--- config.mk ---
export PLATFORM = sky130hd
export DESIGN_NAME = uv_element
export DESIGN_NICKNAME = d
export VERILOG_FILES = /design/src/hw/uv_pkg.sv /design/src/hw/uv_phase_cmp.sv /design/src/hw/uv_element.sv
export SDC_FILE = /design/constraint.sdc
export NUM_CORES = 1
export LEC_CHECK = 0
export BUFFER_PORTS_ARGS = -buffer_cell sky130_fd_sc_hd__buf_2
export CAP_MARGIN = 0
export CORE_AREA = 3 3 111 113
export CTS_CLUSTER_DIAMETER = 150
export DETAILED_ROUTE_END_ITERATION = 7
export DIE_AREA = 0 0 114 116
export PLACE_DENSITY = 0.89
export SETUP_SLACK_MARGIN = 0.5
export SYNTH_ARGS = -nofsm -noshare
export SYNTH_HDL_FRONTEND = slang
export SYNTH_SLANG_ARGS = --single-unit
--- constraint.sdc ---
create_clock -name clk_sys -period 3.1 [get_ports clk_sys]
set_input_delay 0 -clock clk_sys [delete_from_list [all_inputs] [get_ports clk_sys]]
set_output_delay 0 -clock clk_sys [all_outputs]
set_load 0.02 [all_outputs]
--- src/hw/uv_pkg.sv ---
// Constants and types for the three-phase undervoltage element.
// Assumes a 50 MHz system clock and an APB register port.
package uv_pkg;
   // Clock rate
   localparam int unsigned CLK_HZ = 50_000_000;
   localparam int unsigned CYC_PER_MS = CLK_HZ / 1000;
   localparam int unsigned MS_CNT_W = 16;

   // Register byte addresses
   localparam logic [7:0] OFS_CTRL = 8'h00;
   localparam logic [7:0] OFS_THRESH = 8'h04;
   localparam logic [7:0] OFS_DELAY = 8'h08;
   localparam logic [7:0] OFS_STATUS = 8'h0C;
   localparam logic [7:0] OFS_IRQ_STAT = 8'h10;
   localparam logic [7:0] OFS_IRQ_MASK = 8'h14;
   localparam logic [7:0] OFS_VOLT_A = 8'h18;
   localparam logic [7:0] OFS_VOLT_B = 8'h1C;
   localparam logic [7:0] OFS_VOLT_C = 8'h20;

   // Voltage magnitudes: percent of rated voltage times 256
   localparam int unsigned VOLT_W = 16;
   localparam int unsigned PCT_FRAC = 8;

   // Control and threshold field positions
   localparam int unsigned CTRL_OPER_LSB = 0;
   localparam int unsigned CTRL_STONLY_BIT = 2;
   localparam int unsigned THR_START_LSB = 0;
   localparam int unsigned THR_BLOCK_LSB = 8;

   // Setting ranges and defaults
   localparam logic [7:0] START_PCT_MIN = 8'h1E;
   localparam logic [7:0] START_PCT_MAX = 8'h82;
   localparam logic [7:0] START_PCT_DEF = 8'h34;
   localparam logic [7:0] BLOCK_PCT_MAX = 8'h14;
   localparam logic [7:0] BLOCK_PCT_DEF = 8'h0A;
   localparam logic [15:0] DELAY_MS_MAX = 16'hEA60;
   localparam logic [15:0] DELAY_MS_DEF = 16'h0064;

   // Interrupt bits
   localparam int unsigned IRQ_W = 2;
   localparam int unsigned IRQ_START_BIT = 0;
   localparam int unsigned IRQ_TRIP_BIT = 1;

   typedef enum logic [1:0] {
      OPER_OFF,
      OPER_ONE_OF_3,
      OPER_TWO_OF_3,
      OPER_ALL
   } oper_e;
endpackage : uv_pkg

--- src/hw/uv_phase_cmp.sv ---
// One phase start comparator.
// Assumes magnitude and thresholds are on the same clock.
`timescale 1ns/1ps
`default_nettype none
module uv_phase_cmp
   import uv_pkg::*;
(
   // Clock and reset
   input wire logic clk_sys,
   input wire logic rst,
   // Measurement and settings
   input wire logic [VOLT_W-1:0] magnitude,
   input wire logic [7:0] start_pct,
   input wire logic [7:0] block_pct,
   input wire logic enable,
   // Result
   output logic started
);
   logic [VOLT_W-1:0] start_lvl;
   logic [VOLT_W-1:0] block_lvl;

   assign start_lvl = {start_pct, {PCT_FRAC{1'b0}}};
   assign block_lvl = {block_pct, {PCT_FRAC{1'b0}}};

   always_ff @(posedge clk_sys or posedge rst) begin
      if (rst) begin
         started <= 1'b0;
      end else begin
         started <= enable && (magnitude < start_lvl) &&
                    (magnitude > block_lvl);
      end
   end
endmodule : uv_phase_cmp
`default_nettype wire

--- src/hw/uv_element.sv ---
// Three-phase definite-time undervoltage element with APB registers.
// Assumes RMS magnitudes arrive on clk_sys from an upstream stage.
//
// Contract
// - Inputs are RMS fundamental magnitudes from an upstream stage.
// - Each phase has its own independent start output.
// - Phase starts while below start level and above blocking level.
// - Selector off, one-of-three, two-of-three, all; defaults one-of-three.
// - Trip only when delay expired while started and not start-only.
// - One binary disable input suppresses all operation.
// - Start threshold 30 to 130 percent, step one, default 52.
// - Blocking threshold 0 to 20 percent, step one, default 10.
// - Trip delay 0 to 60000 ms, step one, default 100.
// - Start-only option reports starts but never trips; default false.
// - Start drop-out within 50 ms; minimum operate time 50 ms (here a zero delay trips one cycle after general start).
`timescale 1ns/1ps
`default_nettype none
module uv_element
   import uv_pkg::*;
(
   // Clock and reset
   input wire logic clk_sys,
   input wire logic rst,
   // APB slave
   input wire logic psel,
   input wire logic penable,
   input wire logic pwrite,
   input wire logic [7:0] paddr,
   input wire logic [31:0] pwdata,
   output logic [31:0] prdata,
   output logic pready,
   output logic pslverr,
   // Measured magnitudes
   input wire logic [VOLT_W-1:0] phase_a_fundamental_rms,
   input wire logic [VOLT_W-1:0] phase_b_fundamental_rms,
   input wire logic [VOLT_W-1:0] phase_c_fundamental_rms,
   // External disable
   input wire logic element_disable,
   // Outputs
   output logic start_a,
   output logic start_b,
   output logic start_c,
   output logic general_start,
   output logic trip,
   output logic irq
);
   ////////////////////////////////////////////////////////////////////
   // Registers
   oper_e operation_selector_reg;
   logic start_only_option_reg;
   logic [7:0] start_threshold_pct_reg;
   logic [7:0] blocking_threshold_pct_reg;
   logic [15:0] trip_delay_ms_reg;
   logic [IRQ_W-1:0] irq_stat_reg;
   logic [IRQ_W-1:0] irq_mask_reg;
   logic [31:0] prdata_next;
   logic addr_ok;
   logic wr_en;
   logic rd_en;
   logic active;
   logic [2:0] ph_start;
   logic [1:0] ph_count;
   logic gen_start_next;
   logic [15:0] ms_count_reg;
   logic [MS_CNT_W-1:0] ms_tick_cnt_reg;
   logic ms_tick;
   logic expired;
   logic general_start_d_reg;
   logic trip_d_reg;
   logic [7:0] wr_start;
   logic [7:0] wr_block;

   assign wr_en = psel && penable && pwrite;
   assign rd_en = psel && !penable && !pwrite;
   assign pready = 1'b1;
   assign pslverr = psel && penable && !addr_ok;

   always_comb begin
      addr_ok = 1'b1;
      prdata_next = 32'h0000_0000;
      unique case (paddr)
         OFS_CTRL: begin
            prdata_next[CTRL_OPER_LSB +: 2] = operation_selector_reg;
            prdata_next[CTRL_STONLY_BIT] = start_only_option_reg;
         end
         OFS_THRESH: begin
            prdata_next[THR_START_LSB +: 8] = start_threshold_pct_reg;
            prdata_next[THR_BLOCK_LSB +: 8] = blocking_threshold_pct_reg;
         end
         OFS_DELAY: prdata_next[15:0] = trip_delay_ms_reg;
         OFS_STATUS: prdata_next[4:0] = {trip, general_start, ph_start};
         OFS_IRQ_STAT: prdata_next[IRQ_W-1:0] = irq_stat_reg;
         OFS_IRQ_MASK: prdata_next[IRQ_W-1:0] = irq_mask_reg;
         OFS_VOLT_A: prdata_next[VOLT_W-1:0] = phase_a_fundamental_rms;
         OFS_VOLT_B: prdata_next[VOLT_W-1:0] = phase_b_fundamental_rms;
         OFS_VOLT_C: prdata_next[VOLT_W-1:0] = phase_c_fundamental_rms;
         default: addr_ok = 1'b0;
      endcase
   end

   // Read data captured in setup so it is stable through access
   always_ff @(posedge clk_sys or posedge rst) begin
      if (rst) begin
         prdata <= 32'h0000_0000;
      end else if (rd_en) begin
         prdata <= prdata_next;
      end
   end

   ////////////////////////////////////////////////////////////////////
   // Settings; out-of-range writes are clamped to the nearest limit
   assign wr_start = pwdata[THR_START_LSB +: 8];
   assign wr_block = pwdata[THR_BLOCK_LSB +: 8];

   always_ff @(posedge clk_sys or posedge rst) begin
      if (rst) begin
         operation_selector_reg <= OPER_ONE_OF_3;
         start_only_option_reg <= 1'b0;
      end else if (wr_en && paddr == OFS_CTRL) begin
         operation_selector_reg <= oper_e'(pwdata[CTRL_OPER_LSB +: 2]);
         start_only_option_reg <= pwdata[CTRL_STONLY_BIT];
      end
   end

   always_ff @(posedge clk_sys or posedge rst) begin
      if (rst) begin
         start_threshold_pct_reg <= START_PCT_DEF;
      end else if (wr_en && paddr == OFS_THRESH) begin
         if (wr_start < START_PCT_MIN) begin
            start_threshold_pct_reg <= START_PCT_MIN;
         end else if (wr_start > START_PCT_MAX) begin
            start_threshold_pct_reg <= START_PCT_MAX;
         end else begin
            start_threshold_pct_reg <= wr_start;
         end
      end
   end

   always_ff @(posedge clk_sys or posedge rst) begin
      if (rst) begin
         blocking_threshold_pct_reg <= BLOCK_PCT_DEF;
      end else if (wr_en && paddr == OFS_THRESH) begin
         if (wr_block > BLOCK_PCT_MAX) begin
            blocking_threshold_pct_reg <= BLOCK_PCT_MAX;
         end else begin
            blocking_threshold_pct_reg <= wr_block;
         end
      end
   end

   always_ff @(posedge clk_sys or posedge rst) begin
      if (rst) begin
         trip_delay_ms_reg <= DELAY_MS_DEF;
      end else if (wr_en && paddr == OFS_DELAY) begin
         if (pwdata[15:0] > DELAY_MS_MAX) begin
            trip_delay_ms_reg <= DELAY_MS_MAX;
         end else begin
            trip_delay_ms_reg <= pwdata[15:0];
         end
      end
   end

   ////////////////////////////////////////////////////////////////////
   // Phase comparators

   assign active = (operation_selector_reg != OPER_OFF) && !element_disable;

   uv_phase_cmp u_cmp_a (
      .clk_sys(clk_sys),
      .rst(rst),
      .magnitude(phase_a_fundamental_rms),
      .start_pct(start_threshold_pct_reg),
      .block_pct(blocking_threshold_pct_reg),
      .enable(active),
      .started(ph_start[0])
   );
   uv_phase_cmp u_cmp_b (
      .clk_sys(clk_sys),
      .rst(rst),
      .magnitude(phase_b_fundamental_rms),
      .start_pct(start_threshold_pct_reg),
      .block_pct(blocking_threshold_pct_reg),
      .enable(active),
      .started(ph_start[1])
   );
   uv_phase_cmp u_cmp_c (
      .clk_sys(clk_sys),
      .rst(rst),
      .magnitude(phase_c_fundamental_rms),
      .start_pct(start_threshold_pct_reg),
      .block_pct(blocking_threshold_pct_reg),
      .enable(active),
      .started(ph_start[2])
   );

   ////////////////////////////////////////////////////////////////////
   // General start

   assign ph_count = 2'(ph_start[0]) + 2'(ph_start[1]) + 2'(ph_start[2]);

   always_comb begin
      unique case (operation_selector_reg)
         OPER_OFF: gen_start_next = 1'b0;
         OPER_ONE_OF_3: gen_start_next = ph_count >= 2'd1;
         OPER_TWO_OF_3: gen_start_next = ph_count >= 2'd2;
         OPER_ALL: gen_start_next = ph_count == 2'd3;
      endcase
   end

   always_ff @(posedge clk_sys or posedge rst) begin
      if (rst) begin
         start_a <= 1'b0;
         start_b <= 1'b0;
         start_c <= 1'b0;
         general_start <= 1'b0;
      end else begin
         start_a <= ph_start[0] && active;
         start_b <= ph_start[1] && active;
         start_c <= ph_start[2] && active;
         general_start <= gen_start_next && active;
      end
   end

   ////////////////////////////////////////////////////////////////////
   // Definite-time delay; a zero setting still trips one cycle after start

   assign ms_tick = ms_tick_cnt_reg == MS_CNT_W'(CYC_PER_MS - 1);
   assign expired = ms_count_reg >= trip_delay_ms_reg;

   always_ff @(posedge clk_sys or posedge rst) begin
      if (rst) begin
         ms_tick_cnt_reg <= '0;
         ms_count_reg <= 16'h0000;
      end else if (!general_start || !active) begin
         ms_tick_cnt_reg <= '0;
         ms_count_reg <= 16'h0000;
      end else if (ms_tick) begin
         ms_tick_cnt_reg <= '0;
         if (!expired) begin
            ms_count_reg <= ms_count_reg + 16'h0001;
         end
      end else begin
         ms_tick_cnt_reg <= ms_tick_cnt_reg + MS_CNT_W'(1);
      end
   end

   always_ff @(posedge clk_sys or posedge rst) begin
      if (rst) begin
         trip <= 1'b0;
      end else begin
         trip <= general_start && gen_start_next && active && expired &&
                 !start_only_option_reg;
      end
   end

   ////////////////////////////////////////////////////////////////////
   // Interrupts; a new event wins over a same-cycle clear

   always_ff @(posedge clk_sys or posedge rst) begin
      if (rst) begin
         general_start_d_reg <= 1'b0;
         trip_d_reg <= 1'b0;
      end else begin
         general_start_d_reg <= general_start;
         trip_d_reg <= trip;
      end
   end

   always_ff @(posedge clk_sys or posedge rst) begin
      if (rst) begin
         irq_stat_reg <= '0;
      end else begin
         if (wr_en && paddr == OFS_IRQ_STAT) begin
            irq_stat_reg <= irq_stat_reg & ~pwdata[IRQ_W-1:0] |
                            {trip && !trip_d_reg,
                             general_start && !general_start_d_reg};
         end else begin
            irq_stat_reg <= irq_stat_reg |
                            {trip && !trip_d_reg,
                             general_start && !general_start_d_reg};
         end
      end
   end

   always_ff @(posedge clk_sys or posedge rst) begin
      if (rst) begin
         irq_mask_reg <= '0;
      end else if (wr_en && paddr == OFS_IRQ_MASK) begin
         irq_mask_reg <= pwdata[IRQ_W-1:0];
      end
   end

   assign irq = |(irq_stat_reg & irq_mask_reg);
endmodule : uv_element
`default_nettype wire

==> flow_metrics.tcl <==
set metrics [dict create \
    die_w_um 114 \
    async_flop_share_pct 100 \
    path_delay_family "simple AND/OR/NAND/NOR gates" \
    synth_area_leaders "dfrtp_1, ha_1, nor2_1" \
    final_layout_size_suffix_gt1_share_pct 20.1 \
    yosys.cell_types.count 61 \
    synth-edff-count 0 \
    synth.ff_latch_count 97 \
    crit_buf_inv 1 \
    min_path_type "input port to register" \
    wl_per_cell_um 19.3 \
    grt_use_total_pct 28.1 \
    yosys-top-cells-count "dfrtp_1, nor2_1, ha_1, nand2_1, inv_1" \
    holdWs_ns 0.0165 \
    nets 972 \
    die_area_mm2 0.0132 \
    viasPerCell 6.40 \
    start_util_pct 56.1 \
    worst_setup_path_end_kind "register" \
    fin_skew_ns 0.00671 \
    slowest_delay_ns 0.54 \
    period_needed_ns 2.56 \
    grt_pass1_vias 5915 \
    critPathSlowestCell "or4_1" \
    finalHoldViolCount 0 \
    yosysSeqAreaShare_pct 38.1 \
    cts_buffer_depth 2 \
    ir_drop_uv 357 \
    slew_headroom_pct 40.8 \
    yosysMostFrequentCell "dfrtp_1" \
    maxSlewViolCount 0 \
    num_vias 6155 \
    drt_iter0_markers 673 \
    cp-start-kind "register" \
    antenna_found_initial 0 \
    cp_data_arrival_time_ns 2.84 \
    ctsHtreeMaxLevel 3 \
    worst-endpoint-required_ns 3.38 \
    tightest_slew_ns 0.885 \
    finalSetupTns_ns 0 \
    max_freq_mhz 391 \
    num_io_pins 134 \
    fin_area_mm2 0.00762 \
    portBuffers 100 \
    tritoncts "yes" \
    dr.pass1.iters 7 \
    synth_area_mm2 0.00640 \
    syn_area_per_cell_um2 9.28 \
    diodes 0 \
    ant_nets 0 \
    power.leakage_nw 3.48 \
    routed_wl_um 18500 \
    grt_max_degree 50 \
    core_mm2 0.0114 \
    synthCells 690 \
    status "finished, final reports clean" \
    power_mw 2.83 \
    cts.sinks 97 \
    maxCapViolCount 0 \
    drc_errors 0 \
    die_h_um 116 \
    grt_overflow_total 0 \
    yosysTopAreaCell "dfrtp_1" \
    final_core_util_pct 66.8 \
    numCtsBuffers 9 \
    hpwl_um 13600 \
    synth_ff_type "dfrtp_1" \
    finalCritPeriodShare_pct 82.6 \
    fp-row-count 39 \
    rsz0062_at_grt "yes" \
    setup_viol 0 \
    root_buffer "clkbuf_16" \
    setup.worst_path.class "register to register" \
    crit_fanout 7 \
    grt_pass1_wl_um 29400 \
    clk_latency_ns 0.35 \
    placed_area_mm2 0.00701 \
    clkSlewWorstSetupHoldPaths_ns 0.07 \
    yosysWarnings 0 \
    path_cells "inv_1 -> ha_1 -> o21ai_0 -> o21bai_2 -> o21ba_2 -> or3b_4 -> or4_1 -> a21oi_2" \
    gp_congestion 1.00 \
    synth_top_cell_area_share_pct 34.4 \
    power_density_mw_per_mm2 371 \
    syn_to_final_growth_pct 19.1 \
]
-- routing by layer --
metal	global-route usage (%)	vias to the layer above	wire length, µm
met5	0	-	0
met4	12.7	0	616
met2	47.6	382	8940
met3	6.32	62	1690
met1	34.4	2926	7300
li1	-	2785	-
-- final cells by class --
class                           instances  area [µm²]
Timing Repair Buffer                  141         871
Multi-Input combinational cell        520        3680
Fill cell                             853        3800
Clock buffer                           12         256
Tap cell                              143         179
Sequential cell                        97        2440
Inverter                               45         171
Clock inverter                          4        27.5
-- repair_timing --
action | 4_1_cts | 5_1_grt
hold endpoints to repair | 73 | 0
buffers inserted | 0 | 4
pin swaps | 0 | 4
gates resized for setup | 3 | 7
endpoints found under the setup margin | 3 | 13
hold buffers | 25 | 0
-- stage by stage --
step,setup WS (ns),std cells
floorplan,0.581,705
global placement,0.524,917
detailed placement,0.452,917
CTS,0.485,958
global route,0.461,962
finish,0.540,962
-- cells by family after synthesis --
logic type | share of synthesized area, %
adders and majority gates | 12.6
other | 0.117
buffers and inverters | 6.22
xor gates and xnor gates | 2.05
AOI/OAI and AO/OA | 20.4
muxes | 2.11
and+or+nand+nor | 18.4
DFF | 38.1
-- where the power goes --
| part | total, mW | switching, mW | leakage [nW] | internal [mW] |
|---|---|---|---|---|
| clock | 1.08 | 0.488 | 0.143 | 0.588 |
| sequential | 1.33 | 0.0252 | 1.22 | 1.31 |
| combinational | 0.417 | 0.257 | 2.11 | 0.160 |
-- cell usage in the layout, fill, tap and decap left out, drive strengths merged, types with 9 or more instances in the layout --
cell type,synthesis,layout
o21ai,30,30
conb,2,17
a222oi,11,11
nor2,66,66
a31oi,20,20
inv,45,45
nor3,14,14
o31ai,9,9
nand3,14,14
ha,63,63
nand2,49,49
a21oi,26,26
a22o,13,13
nand4,15,15
nor4,14,14
clkbuf,23,12
or3,9,9
dfrtp,88,88
dfstp,9,9
a22oi,21,21
buf,20,116
dlygate4sd3,0,25
o21a,17,17
mux2i,9,9
and3,15,15
-- worst reg2reg max path: stages, from the launching register on --
cell,delay [ns]
dfrtp_1,0.36
inv_1,0.07
ha_1,0.31
o21ai_0,0.26
o21bai_2,0.13
o21ba_2,0.25
or3b_4,0.42
or4_1,0.54
a21oi_2,0.15
-- final timing paths --
check / end / from / cells past startpoint / slack [ns]
setup / recovery: ms_count_reg[5]$_DFFE_PP0P_ / trip_delay_ms_reg[14]$_DFFE_PP0P_ / 8 / 0.54
hold / removal: prdata[2]$_DFFE_PP0P_ / phase_a_fundamental_rms[2] / 3 / 0.02
setup reg to reg: ms_count_reg[5]$_DFFE_PP0P_ / trip_delay_ms_reg[14]$_DFFE_PP0P_ / 8 / 0.54
hold reg to reg: irq_stat_reg[1]$_DFF_PP0_ / trip_d_reg$_DFF_PP0_ / 1 / 0.44
max in group asynchronous: operation_selector_reg[0]$_DFFE_PP1P_ / rst / 4 / 2.01
min in group asynchronous: ms_count_reg[14]$_DFFE_PP0P_ / rst / 3 / 0.27
Power figures use the tool's default switching activity.
